## src/hdl/ufb_pkg.sv

```systemverilog
package ufb_pkg;
   // Divider prescales
   localparam int LOW_PRESCALE = 64;
   localparam int HIGH_PRESCALE = 16;
   localparam int DIV_W = 8;
   localparam int OS_W = 6;
   // Frame format reset values
   localparam logic FMT_WORD9_RST = 1'h0;
   localparam logic FMT_PARITY_RST = 1'h0;
   localparam logic FMT_STOP2_RST = 1'h0;
   // Word widths
   localparam int WORD8 = 8;
   localparam int WORD9 = 9;
   localparam int DATA_W = 9;
   // Receive samples per bit in prescale units
   localparam int RX_OS = 16;
   typedef enum logic [2:0] {UFB_IDLE, UFB_START, UFB_DATA, UFB_STOP1, UFB_STOP2} ufb_phase_t;
endpackage

```

## src/hdl/ufb_link_if.sv

```systemverilog
`timescale 1ns/100ps
`default_nettype none
interface ufb_link_if;
   logic dev_tx;
   logic dev_tx_oe;
   logic peer_tx;
   // Device to peer line; released line floats high
   logic line_d2p;
   assign line_d2p = dev_tx_oe ? dev_tx : 1'h1;
   modport device (output dev_tx, output dev_tx_oe, input peer_tx);
   modport peer (input line_d2p, output peer_tx);
endinterface
`default_nettype wire

```

## src/hdl/ufb_device.sv

```systemverilog
`timescale 1ns/100ps
`default_nettype none
module ufb_device #(
   parameter int DIV_W = ufb_pkg::DIV_W
) (
   input wire logic i_ref_clk,
   input wire logic i_sys_rst,
   ufb_link_if.device link,
   input wire logic i_global_on_wr,
   input wire logic i_global_on,
   input wire logic i_word_length_sel,
   input wire logic i_parity_on,
   input wire logic i_parity_type_sel,
   input wire logic i_stop_count_sel,
   input wire logic i_speed_select,
   input wire logic i_addr_detect_on,
   input wire logic [DIV_W-1:0] i_divider_value,
   input wire logic i_dir_wr,
   input wire logic i_tx_on,
   input wire logic i_rx_on,
   input wire logic i_send_break_req,
   input wire logic i_tx_wr,
   input wire logic [8:0] i_tx_data,
   input wire logic i_rx_rd,
   input wire logic i_flag_clr,
   output logic o_serial_global_on,
   output logic o_tx_on,
   output logic o_rx_on,
   output logic [8:0] o_rx_data,
   output logic o_rx_avail_flag,
   output logic o_overrun_flag,
   output logic o_framing_err_flag,
   output logic o_parity_err_flag,
   output logic o_noise_flag,
   output logic o_tx_idle_flag,
   output logic o_tx_empty_flag,
   output logic o_rx_idle_flag
);
   typedef struct packed {
      logic on;
      logic txe;
      logic rxe;
      logic brk;
      logic w9;
      logic par;
      logic odd;
      logic st2;
      logic hs;
      logic adr;
      logic [DIV_W-1:0] n;
      logic [5:0] pre;
      logic [DIV_W-1:0] cnt;
      logic tick;
      logic pin_oe;
      logic pin;
      ufb_pkg::ufb_phase_t tph;
      logic [8:0] tsr;
      logic [3:0] tbit;
      logic [3:0] tsub;
      logic [8:0] thold;
      logic tfull;
      ufb_pkg::ufb_phase_t rph;
      logic [8:0] rsr;
      logic [3:0] rbit;
      logic [3:0] rsub;
      logic [2:0] maj;
      logic [8:0] rdat;
      logic ravail;
      logic ovr;
      logic fer;
      logic per;
      logic nf;
      logic tx_idle_flag;
      logic tempty;
      logic rx_idle_flag;
   } ufb_dev_t;
   ufb_dev_t s;
   ufb_dev_t next_s;
   logic txa;
   logic rxa;

   function automatic logic maj3(input logic [2:0] v);
      maj3 = (v[0] & v[1]) | (v[0] & v[2]) | (v[1] & v[2]);
   endfunction

   // Bits carried per word including parity or address slot
   function automatic logic [3:0] wlen(input logic w9);
      wlen = w9 ? 4'(ufb_pkg::WORD9) : 4'(ufb_pkg::WORD8);
   endfunction

   // Parity over the data part only; odd select flips it
   function automatic logic par_of(input logic [8:0] d, input logic w9, input logic odd);
      logic [8:0] m;
      m = w9 ? 9'h0FF : 9'h07F;
      par_of = (^(d & m)) ^ odd;
   endfunction

   assign txa = s.on & s.txe;
   assign rxa = s.on & s.rxe;

   always_comb begin
      logic [8:0] rw;
      rw = 9'h000;
      next_s = s;
      next_s.tick = 1'h0;
      if (i_dir_wr) begin
         next_s.w9 = i_word_length_sel;
         next_s.par = i_parity_on;
         next_s.odd = i_parity_type_sel;
         next_s.st2 = i_stop_count_sel;
         next_s.hs = i_speed_select;
         next_s.adr = i_addr_detect_on;
         next_s.n = i_divider_value;
         next_s.txe = i_tx_on;
         next_s.rxe = i_rx_on;
         next_s.brk = i_send_break_req;
      end
      // Prescale then reload divider, shared by both directions
      // reload free-running counter
      if (s.pre == 6'((s.hs ? ufb_pkg::HIGH_PRESCALE : ufb_pkg::LOW_PRESCALE) / ufb_pkg::RX_OS) - 6'h1
          || s.pre >= 6'(ufb_pkg::LOW_PRESCALE / ufb_pkg::RX_OS) - 6'h1) begin
         next_s.pre = 6'h0;
         if (s.cnt == 8'h0) begin
            next_s.cnt = s.n;
            next_s.tick = 1'h1;
         end else begin
            next_s.cnt = s.cnt - 8'h1;
         end
      end else begin
         next_s.pre = s.pre + 6'h1;
      end
      // Tick is 16x bit rate: 64 or 16 clocks per bit times N+1
      // prescale by speed
      if (i_tx_wr && s.tempty) begin
         next_s.thold = i_tx_data;
         next_s.tfull = 1'h1;
         next_s.tempty = 1'h0;
         next_s.tx_idle_flag = 1'h0;
      end
      // Transmitter
      if (txa && s.tick) begin
         next_s.tsub = s.tsub + 4'h1;
         if (s.tsub == 4'hF) begin
            unique case (s.tph)
               ufb_pkg::UFB_IDLE: begin
                  if (s.tfull) begin
                     next_s.tsr = s.thold;
                     if (s.par) begin
                        next_s.tsr[wlen(s.w9)-4'h1] = par_of(s.thold, s.w9, s.odd);
                     end
                     next_s.tfull = 1'h0;
                     next_s.tempty = 1'h1;
                     next_s.tph = ufb_pkg::UFB_START;
                  end
               end
               ufb_pkg::UFB_START: begin
                  next_s.tph = ufb_pkg::UFB_DATA;
                  next_s.tbit = 4'h0;
               end
               ufb_pkg::UFB_DATA: begin
                  next_s.tsr = {1'h0, s.tsr[8:1]};
                  next_s.tbit = s.tbit + 4'h1;
                  if (s.tbit == wlen(s.w9) - 4'h1) begin
                     next_s.tph = ufb_pkg::UFB_STOP1;
                  end
               end
               ufb_pkg::UFB_STOP1: begin
                  next_s.tph = s.st2 ? ufb_pkg::UFB_STOP2 : ufb_pkg::UFB_IDLE;
                  if (!s.st2 && !s.tfull) next_s.tx_idle_flag = 1'h1;
               end
               default: begin
                  next_s.tph = ufb_pkg::UFB_IDLE;
                  if (!s.tfull) next_s.tx_idle_flag = 1'h1;
               end
            endcase
         end
      end
      unique case (s.tph)
         ufb_pkg::UFB_START: next_s.pin = 1'h0;
         ufb_pkg::UFB_DATA: next_s.pin = s.brk ? 1'h0 : s.tsr[0];
         default: next_s.pin = 1'h1;
      endcase
      next_s.pin_oe = s.on & s.txe & s.rxe;
      // Software clears first, so a same-cycle hardware set wins
      if (i_rx_rd) next_s.ravail = 1'h0;
      if (i_flag_clr) begin
         next_s.ovr = 1'h0;
         next_s.fer = 1'h0;
         next_s.per = 1'h0;
         next_s.nf = 1'h0;
      end
      // Receiver: 16 samples per bit, majority of middle three
      if (rxa && s.tick) begin
         next_s.rsub = s.rsub + 4'h1;
         if (s.rsub >= 4'h7 && s.rsub <= 4'h9) begin
            next_s.maj = {s.maj[1:0], link.peer_tx};
         end
         unique case (s.rph)
            ufb_pkg::UFB_IDLE: begin
               next_s.rsub = 4'h0;
               if (!link.peer_tx) begin
                  next_s.rph = ufb_pkg::UFB_START;
                  next_s.rx_idle_flag = 1'h0;
               end
            end
            default: begin
               if (s.rsub == 4'hF) begin
                  if (s.maj != 3'h0 && s.maj != 3'h7) next_s.nf = 1'h1;
                  if (s.rph == ufb_pkg::UFB_START) begin
                     next_s.rph = maj3(s.maj) ? ufb_pkg::UFB_IDLE : ufb_pkg::UFB_DATA;
                     next_s.rbit = 4'h0;
                     next_s.rx_idle_flag = maj3(s.maj);
                  end else if (s.rph == ufb_pkg::UFB_DATA) begin
                     next_s.rsr = {maj3(s.maj), s.rsr[8:1]};
                     next_s.rbit = s.rbit + 4'h1;
                     if (s.rbit == wlen(s.w9) - 4'h1) next_s.rph = ufb_pkg::UFB_STOP1;
                  end else begin
                     next_s.rph = ufb_pkg::UFB_IDLE;
                     next_s.rx_idle_flag = 1'h1;
                     if (!maj3(s.maj)) next_s.fer = 1'h1;
                     // Align to bit 0 for 8-bit words
                     rw = s.w9 ? s.rsr : {1'h0, s.rsr[8:1]};
                     if (s.par && par_of(rw, s.w9, s.odd) != rw[wlen(s.w9)-4'h1]) next_s.per = 1'h1;
                     if (!(s.adr && !rw[wlen(s.w9)-4'h1])) begin
                        // A read in this cycle frees the slot
                        if (next_s.ravail) next_s.ovr = 1'h1;
                        else begin
                           next_s.rdat = rw;
                           next_s.ravail = 1'h1;
                        end
                     end
                  end
               end
            end
         endcase
      end
      if (i_global_on_wr) next_s.on = i_global_on;
      if (!s.on) begin
         next_s.txe = 1'h0;
         next_s.rxe = 1'h0;
         next_s.brk = 1'h0;
         next_s.tfull = 1'h0;
         next_s.ravail = 1'h0;
         next_s.ovr = 1'h0;
         next_s.fer = 1'h0;
         next_s.per = 1'h0;
         next_s.nf = 1'h0;
         next_s.tx_idle_flag = 1'h1;
         next_s.tempty = 1'h1;
         next_s.rx_idle_flag = 1'h1;
         next_s.tph = ufb_pkg::UFB_IDLE;
         next_s.rph = ufb_pkg::UFB_IDLE;
         next_s.pin_oe = 1'h0;
         next_s.tsub = 4'h0;
         if (i_global_on_wr && i_global_on && i_dir_wr) begin
            next_s.txe = i_tx_on;
            next_s.rxe = i_rx_on;
         end
      end
   end

   always_ff @(posedge i_ref_clk) begin
      if (i_sys_rst) begin
         s <= '0;
         s.w9 <= ufb_pkg::FMT_WORD9_RST;
         s.par <= ufb_pkg::FMT_PARITY_RST;
         s.st2 <= ufb_pkg::FMT_STOP2_RST;
         s.pin <= 1'h1;
         s.tx_idle_flag <= 1'h1;
         s.tempty <= 1'h1;
         s.rx_idle_flag <= 1'h1;
         s.tph <= ufb_pkg::UFB_IDLE;
         s.rph <= ufb_pkg::UFB_IDLE;
      end else begin
         s <= next_s;
      end
   end

   assign link.dev_tx = s.pin;
   assign link.dev_tx_oe = s.pin_oe;
   assign o_serial_global_on = s.on;
   assign o_tx_on = s.txe;
   assign o_rx_on = s.rxe;
   assign o_rx_data = s.rdat;
   assign o_rx_avail_flag = s.ravail;
   assign o_overrun_flag = s.ovr;
   assign o_framing_err_flag = s.fer;
   assign o_parity_err_flag = s.per;
   assign o_noise_flag = s.nf;
   assign o_tx_idle_flag = s.tx_idle_flag;
   assign o_tx_empty_flag = s.tempty;
   assign o_rx_idle_flag = s.rx_idle_flag;
endmodule
`default_nettype wire

```

## src/flat_wrapper.sv

```systemverilog
// flat-port wrapper written by rule: the top's interface ports become plain ports
module ufb_device_flat 
#(
   parameter int DIV_W = ufb_pkg::DIV_W
)
  (i_ref_clk, i_sys_rst, i_global_on_wr, i_global_on, i_word_length_sel, i_parity_on, i_parity_type_sel, i_stop_count_sel, i_speed_select, i_addr_detect_on, i_divider_value, i_dir_wr, i_tx_on, i_rx_on, i_send_break_req, i_tx_wr, i_tx_data, i_rx_rd, i_flag_clr, o_serial_global_on, o_tx_on, o_rx_on, o_rx_data, o_rx_avail_flag, o_overrun_flag, o_framing_err_flag, o_parity_err_flag, o_noise_flag, o_tx_idle_flag, o_tx_empty_flag, o_rx_idle_flag, link_dev_tx, link_dev_tx_oe, link_peer_tx);
  ufb_link_if link_i ();
  input wire logic i_ref_clk;
  input wire logic i_sys_rst;
  input wire logic i_global_on_wr;
  input wire logic i_global_on;
  input wire logic i_word_length_sel;
  input wire logic i_parity_on;
  input wire logic i_parity_type_sel;
  input wire logic i_stop_count_sel;
  input wire logic i_speed_select;
  input wire logic i_addr_detect_on;
  input wire logic [DIV_W-1:0] i_divider_value;
  input wire logic i_dir_wr;
  input wire logic i_tx_on;
  input wire logic i_rx_on;
  input wire logic i_send_break_req;
  input wire logic i_tx_wr;
  input wire logic [8:0] i_tx_data;
  input wire logic i_rx_rd;
  input wire logic i_flag_clr;
  output logic o_serial_global_on;
  output logic o_tx_on;
  output logic o_rx_on;
  output logic [8:0] o_rx_data;
  output logic o_rx_avail_flag;
  output logic o_overrun_flag;
  output logic o_framing_err_flag;
  output logic o_parity_err_flag;
  output logic o_noise_flag;
  output logic o_tx_idle_flag;
  output logic o_tx_empty_flag;
  output logic o_rx_idle_flag;
  output wire logic [$bits(link_i.dev_tx)-1:0] link_dev_tx;
  output wire logic [$bits(link_i.dev_tx_oe)-1:0] link_dev_tx_oe;
  input wire logic [$bits(link_i.peer_tx)-1:0] link_peer_tx;
  assign link_dev_tx = link_i.dev_tx;
  assign link_dev_tx_oe = link_i.dev_tx_oe;
  assign link_i.peer_tx = link_peer_tx;
  ufb_device #(.DIV_W(DIV_W)) u_core (.i_ref_clk(i_ref_clk), .i_sys_rst(i_sys_rst), .link(link_i), .i_global_on_wr(i_global_on_wr), .i_global_on(i_global_on), .i_word_length_sel(i_word_length_sel), .i_parity_on(i_parity_on), .i_parity_type_sel(i_parity_type_sel), .i_stop_count_sel(i_stop_count_sel), .i_speed_select(i_speed_select), .i_addr_detect_on(i_addr_detect_on), .i_divider_value(i_divider_value), .i_dir_wr(i_dir_wr), .i_tx_on(i_tx_on), .i_rx_on(i_rx_on), .i_send_break_req(i_send_break_req), .i_tx_wr(i_tx_wr), .i_tx_data(i_tx_data), .i_rx_rd(i_rx_rd), .i_flag_clr(i_flag_clr), .o_serial_global_on(o_serial_global_on), .o_tx_on(o_tx_on), .o_rx_on(o_rx_on), .o_rx_data(o_rx_data), .o_rx_avail_flag(o_rx_avail_flag), .o_overrun_flag(o_overrun_flag), .o_framing_err_flag(o_framing_err_flag), .o_parity_err_flag(o_parity_err_flag), .o_noise_flag(o_noise_flag), .o_tx_idle_flag(o_tx_idle_flag), .o_tx_empty_flag(o_tx_empty_flag), .o_rx_idle_flag(o_rx_idle_flag));
endmodule
```

## config.mk

```make
export PLATFORM = sky130hd
export DESIGN_NAME = ufb_device_flat
export DESIGN_NICKNAME = d
export VERILOG_FILES = /design/src/hdl/ufb_pkg.sv /design/src/hdl/ufb_link_if.sv /design/src/hdl/ufb_device.sv /design/src/flat_wrapper.sv
export SDC_FILE = /design/constraint.sdc
export NUM_CORES = 1
export LEC_CHECK = 0
export BUFFER_PORTS_ARGS = -buffer_cell sky130_fd_sc_hd__buf_2
export CAP_MARGIN = 20
export CORE_MARGIN = 8
export CORE_UTILIZATION = 45
export DETAILED_ROUTE_END_ITERATION = 10
export GPL_TIMING_DRIVEN = 0
export PLACE_DENSITY = 0.65
export SYNTH_ARGS = -nofsm -noshare
export SYNTH_HDL_FRONTEND = slang
export SYNTH_SLANG_ARGS = --single-unit
export TNS_END_PERCENT = 100
```

## constraint.sdc

```tcl
create_clock -name i_ref_clk -period 2.9 [get_ports i_ref_clk]
set_input_delay 0 -clock i_ref_clk [delete_from_list [all_inputs] [get_ports i_ref_clk]]
set_output_delay 0 -clock i_ref_clk [all_outputs]
set_load 0.02 [all_outputs]
```

# ---- Word-level counts from Yosys, hierarchy flattened
# Cells that the tools add are included.
dict set report classes {
  n_addsub 9
  mul 0
  n_div 0
  magnitude_cmp 5
  n_eq_ne 18
  shifts 0
  mux 64
  n_bitwise 20
  reduce_logical 39
}
# op count
set ops {}
lappend ops {{9-bit 2-to-1 mux} 3}
lappend ops {{1-bit 2-to-1 mux} 24}
lappend ops {{3-bit 2-to-1 mux} 8}
lappend ops {{4-bit 2-to-1 mux} 5}
lappend ops {{4-bit AND reduction} 5}
lappend ops {{9-bit case mux with 2 select lines} 1}
lappend ops {{9-bit parity} 2}
lappend ops {{17-bit 2-to-1 mux} 1}
lappend ops {{4-bit by 1-bit adder with 4-bit output, second input constant} 4}
lappend ops {{16-bit 2-to-1 mux} 1}
lappend ops {{8-bit 2-to-1 mux} 2}
lappend ops {{5-bit 2-to-1 mux} 3}
lappend ops {{13-bit 2-to-1 mux} 1}
lappend ops {{12-bit 2-to-1 mux} 1}
lappend ops {{2-bit 2-to-1 mux} 6}
lappend ops {{3-bit case mux with 4 select lines} 1}
lappend ops {{1-bit logical AND} 11}
lappend ops {{9-bit by 8-bit bitwise AND with 9-bit output} 1}
lappend ops {{9-bit bitwise AND} 1}
lappend ops {{9-bit bitwise mux} 1}
lappend ops {{3-bit by 2-bit equality test with 1-bit output, second input constant} 3}
lappend ops {{4-bit equality test} 2}
lappend ops {{4-bit equality test, second input constant} 2}
lappend ops {{8-bit zero test} 1}
lappend ops {{40 further kinds} 65}
dict set report totals {
  register_bits 105
  latch_bits 0
  ram_bits 0
  rom_bits 0
  input_bits 35
  out_inout_bits 22
  memories 0
}

# ---- Logic depth before layout (Yosys ltp)
# Gate-level depths: netlist (run 1).
dict set report depth {
  ltp_word 12
  mapped_depth 9
  mapped_depth_nobuf 7
}

# ---- Least setup slack after synthesis (run 1)
# OpenSTA, ideal clock, no wires.
dict set report synth_path {
  path_kind {register -> register}
  startpoint {register u_core.s[81] (netlist name)}
  endpoint {register u_core.s[80] (netlist name)}
  arrival_time_ns 1.916
  t_required_ns 2.767
  path_slack_ns 0.852
  path_stages_with_launch 8
  n_path_buf 1
  path_cell_list {dfxtp_1 ha_1 or4_1 or4_1 clkbuf_1 nand2_1 or4_1 a211oi_2}
}
dict set report synth_between {
  elab_chain_len 2
  word_cells_on_any_way 3
}
# item line_no
set synth_rtl {}
lappend synth_rtl {{from (decl)} ufb_device.sv:77} ;# ufb_dev_t s;
lappend synth_rtl {{from (signal assigned)} ufb_device.sv:275} ;# s <= next_s;
lappend synth_rtl {{6-bit by 2-bit greater-or-equal comparator with 1-bit output / 6-bit equality test (equally long branches)} {ufb_device.sv:121, ufb_device.sv:120}}
lappend synth_rtl {{1-bit logical OR (*)} ufb_device.sv:121} ;# || s.pre >= 6'(ufb_pkg::LOW_PRESCALE / ufb_pkg::RX_OS) - 6'h1) begin
# Mark *: on every way between the ends. The rest lies on a longest branch, timed or not.
# A chain may end at the register's enable or synchronous reset.

# ---- Worst setup path after layout (run 1)
# Ends and elaborated chain as after synthesis.

==> results of run 1 <==
==> Yosys cell counts, drive strengths merged, types with 5 or more instances <==
library cell,n,area share
and3,7,0.0094
xnor2,17,0.031
clkbuf,22,0.017
nand2b,6,0.0079
inv,18,0.014
a21oi,41,0.043
nor3b,6,0.0094
or4,11,0.017
nor3,14,0.015
nor2b,9,0.012
xor2,5,0.0092
dfxtp,104,0.44
mux2i,41,0.086
nand3,19,0.020
o21ai,12,0.013
a311oi,8,0.015
ha,13,0.034
a211oi,8,0.014
nand2,54,0.044
nor2,79,0.062
buf,16,0.022
==> area by class of cell <==
type                    count  share of cell area
clock buffers              11              0.0229
flip-flops and latches    104               0.363
plain buffers              38              0.0327
clock inverters             5             0.00980
multi-input cells         395               0.427
inverters                  18              0.0118
well taps                 136              0.0296
repair buffers             87               0.104
==> routing by layer <==
| layer | wire (um) | up-vias |
|---|---|---|
| met5 | 0 | - |
| met2 | 5770 | 72 |
| met4 | 128 | 0 |
| met1 | 5510 | 1943 |
| met3 | 359 | 10 |
| li1 | - | 2104 |
==> worst max-delay path, delay by kind of cell, from the launching register on <==
family,cells,cell delay (ns)
fa+ha+maj,1,0.20
simple gates,4,1.36
flops,1,0.35
compound gates,1,0.06
buf+inv,1,0.21
==> report_power, final <==
part	switching, mW	leakage, nW	internal (mW)	total (mW)
Clock	0.490	0.0937	0.401	0.891
Combinational	0.330	1.35	0.290	0.620
Sequential	0.0899	0.846	1.51	1.60
Total	0.910	2.29	2.20	3.11
==> final timing paths <==
kind,from,to,slack (ns),cells after the start
max,u_core.s[81],u_core.s[80],0.60,7
min,i_global_on_wr,u_core.o_rx_on,0.14,5
max reg2reg,u_core.s[81],u_core.s[80],0.60,7
min reg2reg,u_core.s[49],u_core.s[49],0.47,2
==> state kept, by name (all words and copies together), names as in the netlist <==
signal                     flops
u_core.s                      82
u_core.o_rx_data               9
u_core.link.dev_tx             1
u_core.link.dev_tx_oe          1
u_core.o_framing_err_flag      1
u_core.o_noise_flag            1
u_core.o_overrun_flag          1
u_core.o_parity_err_flag       1
u_core.o_rx_avail_flag         1
u_core.o_rx_idle_flag          1
u_core.o_rx_on                 1
u_core.o_serial_global_on      1
u_core.o_tx_empty_flag         1
u_core.o_tx_idle_flag          1
u_core.o_tx_on                 1
==> through the flow <==
stage                     area (sq um)  power, mW  hold slack, ns  setup slack (ns)
after detailed placement          5240       2.22           0.239             0.625
after global routing              5740       3.27           0.203             0.377
after global placement            5240       2.19           0.222             0.674
after floorplan                   4790       2.06           0.111             0.852
after CTS                         5740       3.13           0.122             0.603
final                             5740       3.11           0.139             0.596
==> logic make-up after synthesis <==
kind of cell    count (synthesis)  share of synthesized area
flops                         104                      0.436
simple gates                  222                      0.225
other cells                     1                   0.000785
buf+inv                        56                     0.0534
mux                            41                     0.0859
xor+xnor                       22                     0.0403
fa+ha+maj                      14                     0.0361
compound gates                 92                      0.123
==> timing repair <==
item	CTS	global route
resized for setup	0	0
hold buffers	32	0
hold endpoints to repair	34	0
==> key figures, run 1 <==
Outcome
  – Status: complete, no violations

STA
  – Final period util: 0.794
  – Clock period minus worst slack: 2.30 ns
  – Worst slew pin tran: 0.743 ns
  – RSZ-0062 raised after global routing: false
  – Slew headroom: 0.505
  – Final setup violation count: 0
  – Sum Neg Setup Slack: 0 ns
  – Fmax: 434 MHz
  – Count of final hold-check violations: 0
  – Clock skew: 0.00663 ns
  – Slew Viols, Final: 0

Clocking
  – CTS tree: built
  – Clk slew on worst S/H paths: 0.10 ns
  – Worst-Skew Late Latency: 0.36 ns
  – CTS Buf Count: 9
  – Number of setup buffers added after CTS: 0
  – CTS max path bufs: 2
  – CTS H-tree lvls: 3
  – Sink Count: 104
  – Clock Root Buffer: clkbuf_8

Global route
  – Met1 Track Usage GR: 0.211
  – Met2 GRT Util: 0.296
  – Met3 Use GR: 0.0241
  – Gr usage total: 0.168
  – Global route overflow: 0
  – Vias in the first global route: 4119
  – Largest net degree at the start of global routing: 17
  – Initial antenna violation count: 0
  – Top Usage Layer GRT: met2
  – First-pass GRT wire length: 20000 um

Drt
  – Total iterations of the first detailed-routing run: 4
  – Post-route ant nets: 0
  – Via density: 5.20
  – Post-DR wirelength/cell: 14.8 um
  – Vias: 4129
  – Initial DRC Count: 172
  – DRC: 0
  – WL final: 11800 um

Power and ir drop
  – Pwr per Cell Area: 542 nW/um^2
  – Peak supply drop: 380 uV
  – Leakage: 2.29 nW

Setup path
  – Setup crit end kind: flip-flop
  – Crit Path Class: flip-flop to flip-flop
  – CP Launch Type: flip-flop
  – CP required: 3.13 ns
  – Cell repeated most along the worst path: or4_1
  – Slowest CP cell: or4_1
  – Worst path max stage delay: 0.53 ns
  – CP Data Arrival Time: 2.53 ns
  – Worst Path Max Fanout: 7
  – Ordered list of cells on the worst path: ha_1, or4_1, or4_1, clkbuf_1, nand2_1, or4_1, a211oi_2

Placed design
  – DP HPWL: 8550 um
  – PortBufs: 55
  – Placer Congestion: 0.820
  – Placed Cells incl. Taps: 746

Synth
  – Synth cell types: 57
  – Mapped Area: 4780 sq um
  – YS warnings: 0
  – Post-synth EDFFs: 0
  – Ys flop type: dfxtp_1
  – Flops & latches, synth: 104
  – Avg Inst Size Synth: 8.66 sq um
  – Cells after synthesis: 552
  – Post-synthesis async set-or-reset flop share: 0
  – Sequential-to-total area share from yosys stat: 0.436

Final layout
  – Share of cells above drive strength 1: 0.134
  – Final std cells w/o fill: 794
  – Fillcell total: 938
  – Most common cell after layout, fill and taps aside: dfxtp_1
  – Finished Core Util: 0.556
  – Commonest non-fill, non-tap cells in the layout: dfxtp_1 (104), nor2_1 (79), buf_2 (58)
  – Multi-input logic area: 2450 sq um
  – Area delta synth->final: 20.2%
  – Antenna cell count: 0
  – Final net count: 701
  – Register Area: 2080 sq um

Job
  – Max-Cap Viols: 0

Floorplan
  – Die Y: 119 um
  – I/O pin cnt: 57
  – Core ar.: 10300 sq um
  – Initial Util: 0.463
  – Die width: 119 um
  – FP Rows: 37
  – Die area: 14200 sq um

Worst hold path
  – Worst Hold Class: input port to flip-flop
Note: power is estimated with default switching activity, not from simulation.
==> run 2: changes to the inputs <==
ABC_AREA = 1   (was not set)
PLACE_DENSITY = 0.68   (was 0.65)
clock period = 2 ns   (was 2.9 ns; I/O delays follow)
==> run 2 against run 1 <==
Net effect:
- global-route usage up 0.97 points
- routed wire length is 5.6% higher
- clock skew is 0.0066 ns higher
- setup slack got worse by 0.41 ns
- first-iteration DRC count increased by 120%
- die area increased by 0.52%
- via count increased by 14%
- power is 42% higher
- combinational power rose by 31%
- critical path type unchanged
- critical endpoint is now u_core.s[36]
- largest power group unchanged
==> key figures, run 2 <==
Outcome
  – Status: complete, no violations

STA
  – Clock period minus worst slack: 1.82 ns (-0.486 ns)
  – Count of final hold-check violations: 0 (unchanged)
  – RSZ-0062 raised after global routing: false
  – Fmax: 550 MHz (+27%)
  – Worst slew pin tran: 0.648 ns (-0.0955 ns)
  – Slew Viols, Final: 0 (unchanged)
  – Final period util: 0.909 (+0.115)
  – Setup ws final: 0.182 ns (-0.414 ns)
  – Clock skew: 0.0132 ns (+0.00661 ns)
  – Final setup violation count: 0 (unchanged)
  – Slew headroom: 0.568 (+0.0636)

Power and ir drop
  – Peak supply drop: 475 uV (+25%)
  – Leakage: 2.56 nW (+12%)
  – Overall power: 4.43 mW (+42%)
  – Pwr per Cell Area: 751 nW/um^2 (+39%)

Final layout
  – Largest Register: u_core.s
  – Final std cells w/o fill: 924 (+16%)
  – Fillcell total: 976 (+4.1%)
  – Area delta synth->final: 22.7%
  – Finished Core Util: 0.569 (+0.0124)
  – Final net count: 831 (+19%)
  – Max reg flops: 82 (unchanged)
  – Most common cell after layout, fill and taps aside: nand2_1
  – Commonest non-fill, non-tap cells in the layout: nand2_1 (152), dfxtp_1 (101), inv_1 (72)
  – Share of cells above drive strength 1: 0.138 (+0.00459)
  – Antenna cell count: 0 (unchanged)

Clocking
  – CTS tree: built
  – Worst-Skew Late Latency: 0.38 ns (+0.02 ns)
  – CTS Buf Count: 9 (unchanged)
  – Clock Root Buffer: clkbuf_8
  – CTS max path bufs: 2 (unchanged)
  – CTS H-tree lvls: 3 (unchanged)
  – Clk slew on worst S/H paths: 0.11 ns (about the same)
  – Sink Count: 104 (unchanged)

Drt
  – Vias: 4695 (+14%)
  – Post-route ant nets: 0 (unchanged)
  – WL final: 12400 um (+5.6%)
  – Routed wl met3: 572 um (+59%)
  – Routed wl met2: 5990 um (+3.9%)
  – Highest metal used: met4
  – Post-DR wirelength/cell: 13.5 um (-9.2%)
  – DRC: 0 (unchanged)
  – Initial DRC Count: 376 (+120%)
  – Total iterations of the first detailed-routing run: 6 (+2)
  – Via density: 5.08 (-2.3%)
  – M1 wire length: 5610 um (+1.9%)

Setup path
  – CP required: 2.27 ns (-0.86 ns)
  – Ordered list of cells on the worst path: ha_2, nand3_1, nor2_4, inv_1, nor3_4, buf_4, inv_1, o21ai_0, a21oi_1
  – Setup crit end kind: flip-flop
  – Crit Path Class: flip-flop to flip-flop
  – Worst Path Max Fanout: 5 (-2)
  – CP Data Arrival Time: 2.09 ns (-0.44 ns)
  – Worst path max stage delay: 0.38 ns (-0.15 ns)
  – Slowest CP cell: dfxtp_2
  – R2r setup slk: 0.18 ns (-0.41 ns)
  – CP Launch Type: flip-flop
  – Cell repeated most along the worst path: inv_1

Global route
  – Initial antenna violation count: 0 (unchanged)
  – Largest net degree at the start of global routing: 18 (+1)
  – Vias in the first global route: 4633 (+12%)
  – Global route overflow: 0 (unchanged)
  – First-pass GRT wire length: 21000 um (+4.9%)
  – Gr usage total: 0.178 (+0.00966)

Synth
  – Ys flop type: dfxtp_1
  – Sequential-to-total area share from yosys stat: 0.433 (-0.00261)
  – YS warnings: 0 (unchanged)
  – Post-synthesis async set-or-reset flop share: 0 (unchanged)
  – Flops & latches, synth: 104 (unchanged)
  – Synth top cells by count: nand2_1 (152), dfxtp_1 (104), inv_1 (72), o21ai_0 (72), nor2_1 (67)
  – Top-count cell post-synth: nand2_1
  – Synth area leader: dfxtp_1
  – Post-synth EDFFs: 0 (unchanged)
  – Cells after synthesis: 671 (+22%)
  – Avg Inst Size Synth: 7.16 sq um (-17%)
  – Top cell type's share of synthesized area: 0.433 (-0.00261)
  – Synth cell types: 36 (-37%)
  – Mapped Area: 4810 sq um (+0.60%)
  – Largest cells by area after synthesis: dfxtp_1 (43%), nand2_1 (12%), o21ai_0 (7.5%), a21oi_1 (6.2%), inv_1 (5.6%)

Worst hold path
  – Worst Hold Class: input port to flip-flop

Floorplan
  – Die area: 14200 sq um (+0.52%)
  – Initial Util: 0.464 (+0.000709)
  – Die Y: 119 um (+0.26%)
  – Core ar.: 10400 sq um (+0.45%)
  – I/O pin cnt: 57 (unchanged)
  – Die width: 119 um (+0.26%)
  – FP Rows: 37 (unchanged)

Placed design
  – PortBufs: 56 (+1.8%)
  – Placer Congestion: 0.840 (+2.4%)
  – Dpl ws: -0.0273 ns (-0.653 ns)
  – DP HPWL: 9090 um (+6.4%)
  – Placed Cells incl. Taps: 866 (+16%)

Job
  – Max-Cap Viols: 0 (unchanged)
-- run 2: cell count changes after synthesis, moves of 14 or more --
cell     previous run  this run
nand2_1            53       152
o21ai_0            11        72
inv_1              18        72
mux2i_1            41         0
a21oi_1            41        60
xnor2_1            17         3
-- run 2: final cells by class --
| cell class | count | area (sq um) | share of cell area |
|---|---|---|---|
| Inverter | 76 | 285 | 0.0484 |
| Timing Repair Buffer | 98 | 686 | 0.116 |
| Sequential cell | 104 | 2090 | 0.354 |
| Buffer | 29 | 158 | 0.0267 |
| Clock inverter | 5 | 62.6 | 0.0106 |
| Multi-Input combinational cell | 465 | 2310 | 0.391 |
| Clock buffer | 11 | 141 | 0.0240 |
| Tap cell | 136 | 170 | 0.0289 |
-- run 2: worst paths after layout --
kind	cells past startpoint	end	startpoint
max	9	u_core.s[36]	u_core.s[20]
min	3	u_core.s[95]	i_dir_wr
max reg2reg	9	u_core.s[36]	u_core.s[20]
min reg2reg	1	u_core.s[53]	u_core.s[53]
-- run 2: cell families after synthesis --
family                     after synthesis  share of synthesized area
AOI/OAI and AO/OA                      159                      0.178
xor gates and xnor gates                 9                     0.0164
adders and majority gates               13                     0.0338
buffers and inverters                  105                     0.0908
DFF                                    104                      0.433
other                                    1                   0.000780
and+or+nand+nor                        280                      0.248
-- run 2: layer usage --
metal | vias up | global-route usage
met4 | 0 | 0.0734
met2 | 126 | 0.306
met1 | 2138 | 0.212
li1 | 2407 | -
met3 | 24 | 0.0383
met5 | - | 0
-- run 2: what timing repair did --
action,4_1_cts,5_1_grt
cloned,0,0
pin swaps,1,2
endpoints found under the hold margin,34,0
setup buffers,3,3
hold buffers,36,0
setup endpoints to repair,9,15
gates resized for setup,0,10
-- run 2: where the power goes --
group / internal [mW] / total [mW] / switching (mW)
clock: 0.623 / 1.36 / 0.742
combinational: 0.319 / 0.810 / 0.491
sequential: 2.18 / 2.26 / 0.0759
total: 3.12 / 4.43 / 1.31
-- run 2: critical path: cells and delay by family (launching register included) --
kind / cells / cell delay [ns]
AOI/OAI and AO/OA: 2 / 0.20
buffers and inverters: 3 / 0.31
and+or+nand+nor: 3 / 0.61
adders and majority gates: 1 / 0.21
DFF: 1 / 0.38
-- run 2: per-stage QoR --
step / setup TNS, ns / cell area (sq um) / hold slack, ns
2_1_floorplan: 0 / 4820 / 0.103
3_3_place_gp: 0 / 5270 / 0.203
3_5_place_dp: -0.174 / 5270 / 0.213
4_1_cts: 0 / 5860 / 0.00298
5_1_grt: 0 / 5900 / 0.0514
6_report: 0 / 5900 / 0.0208
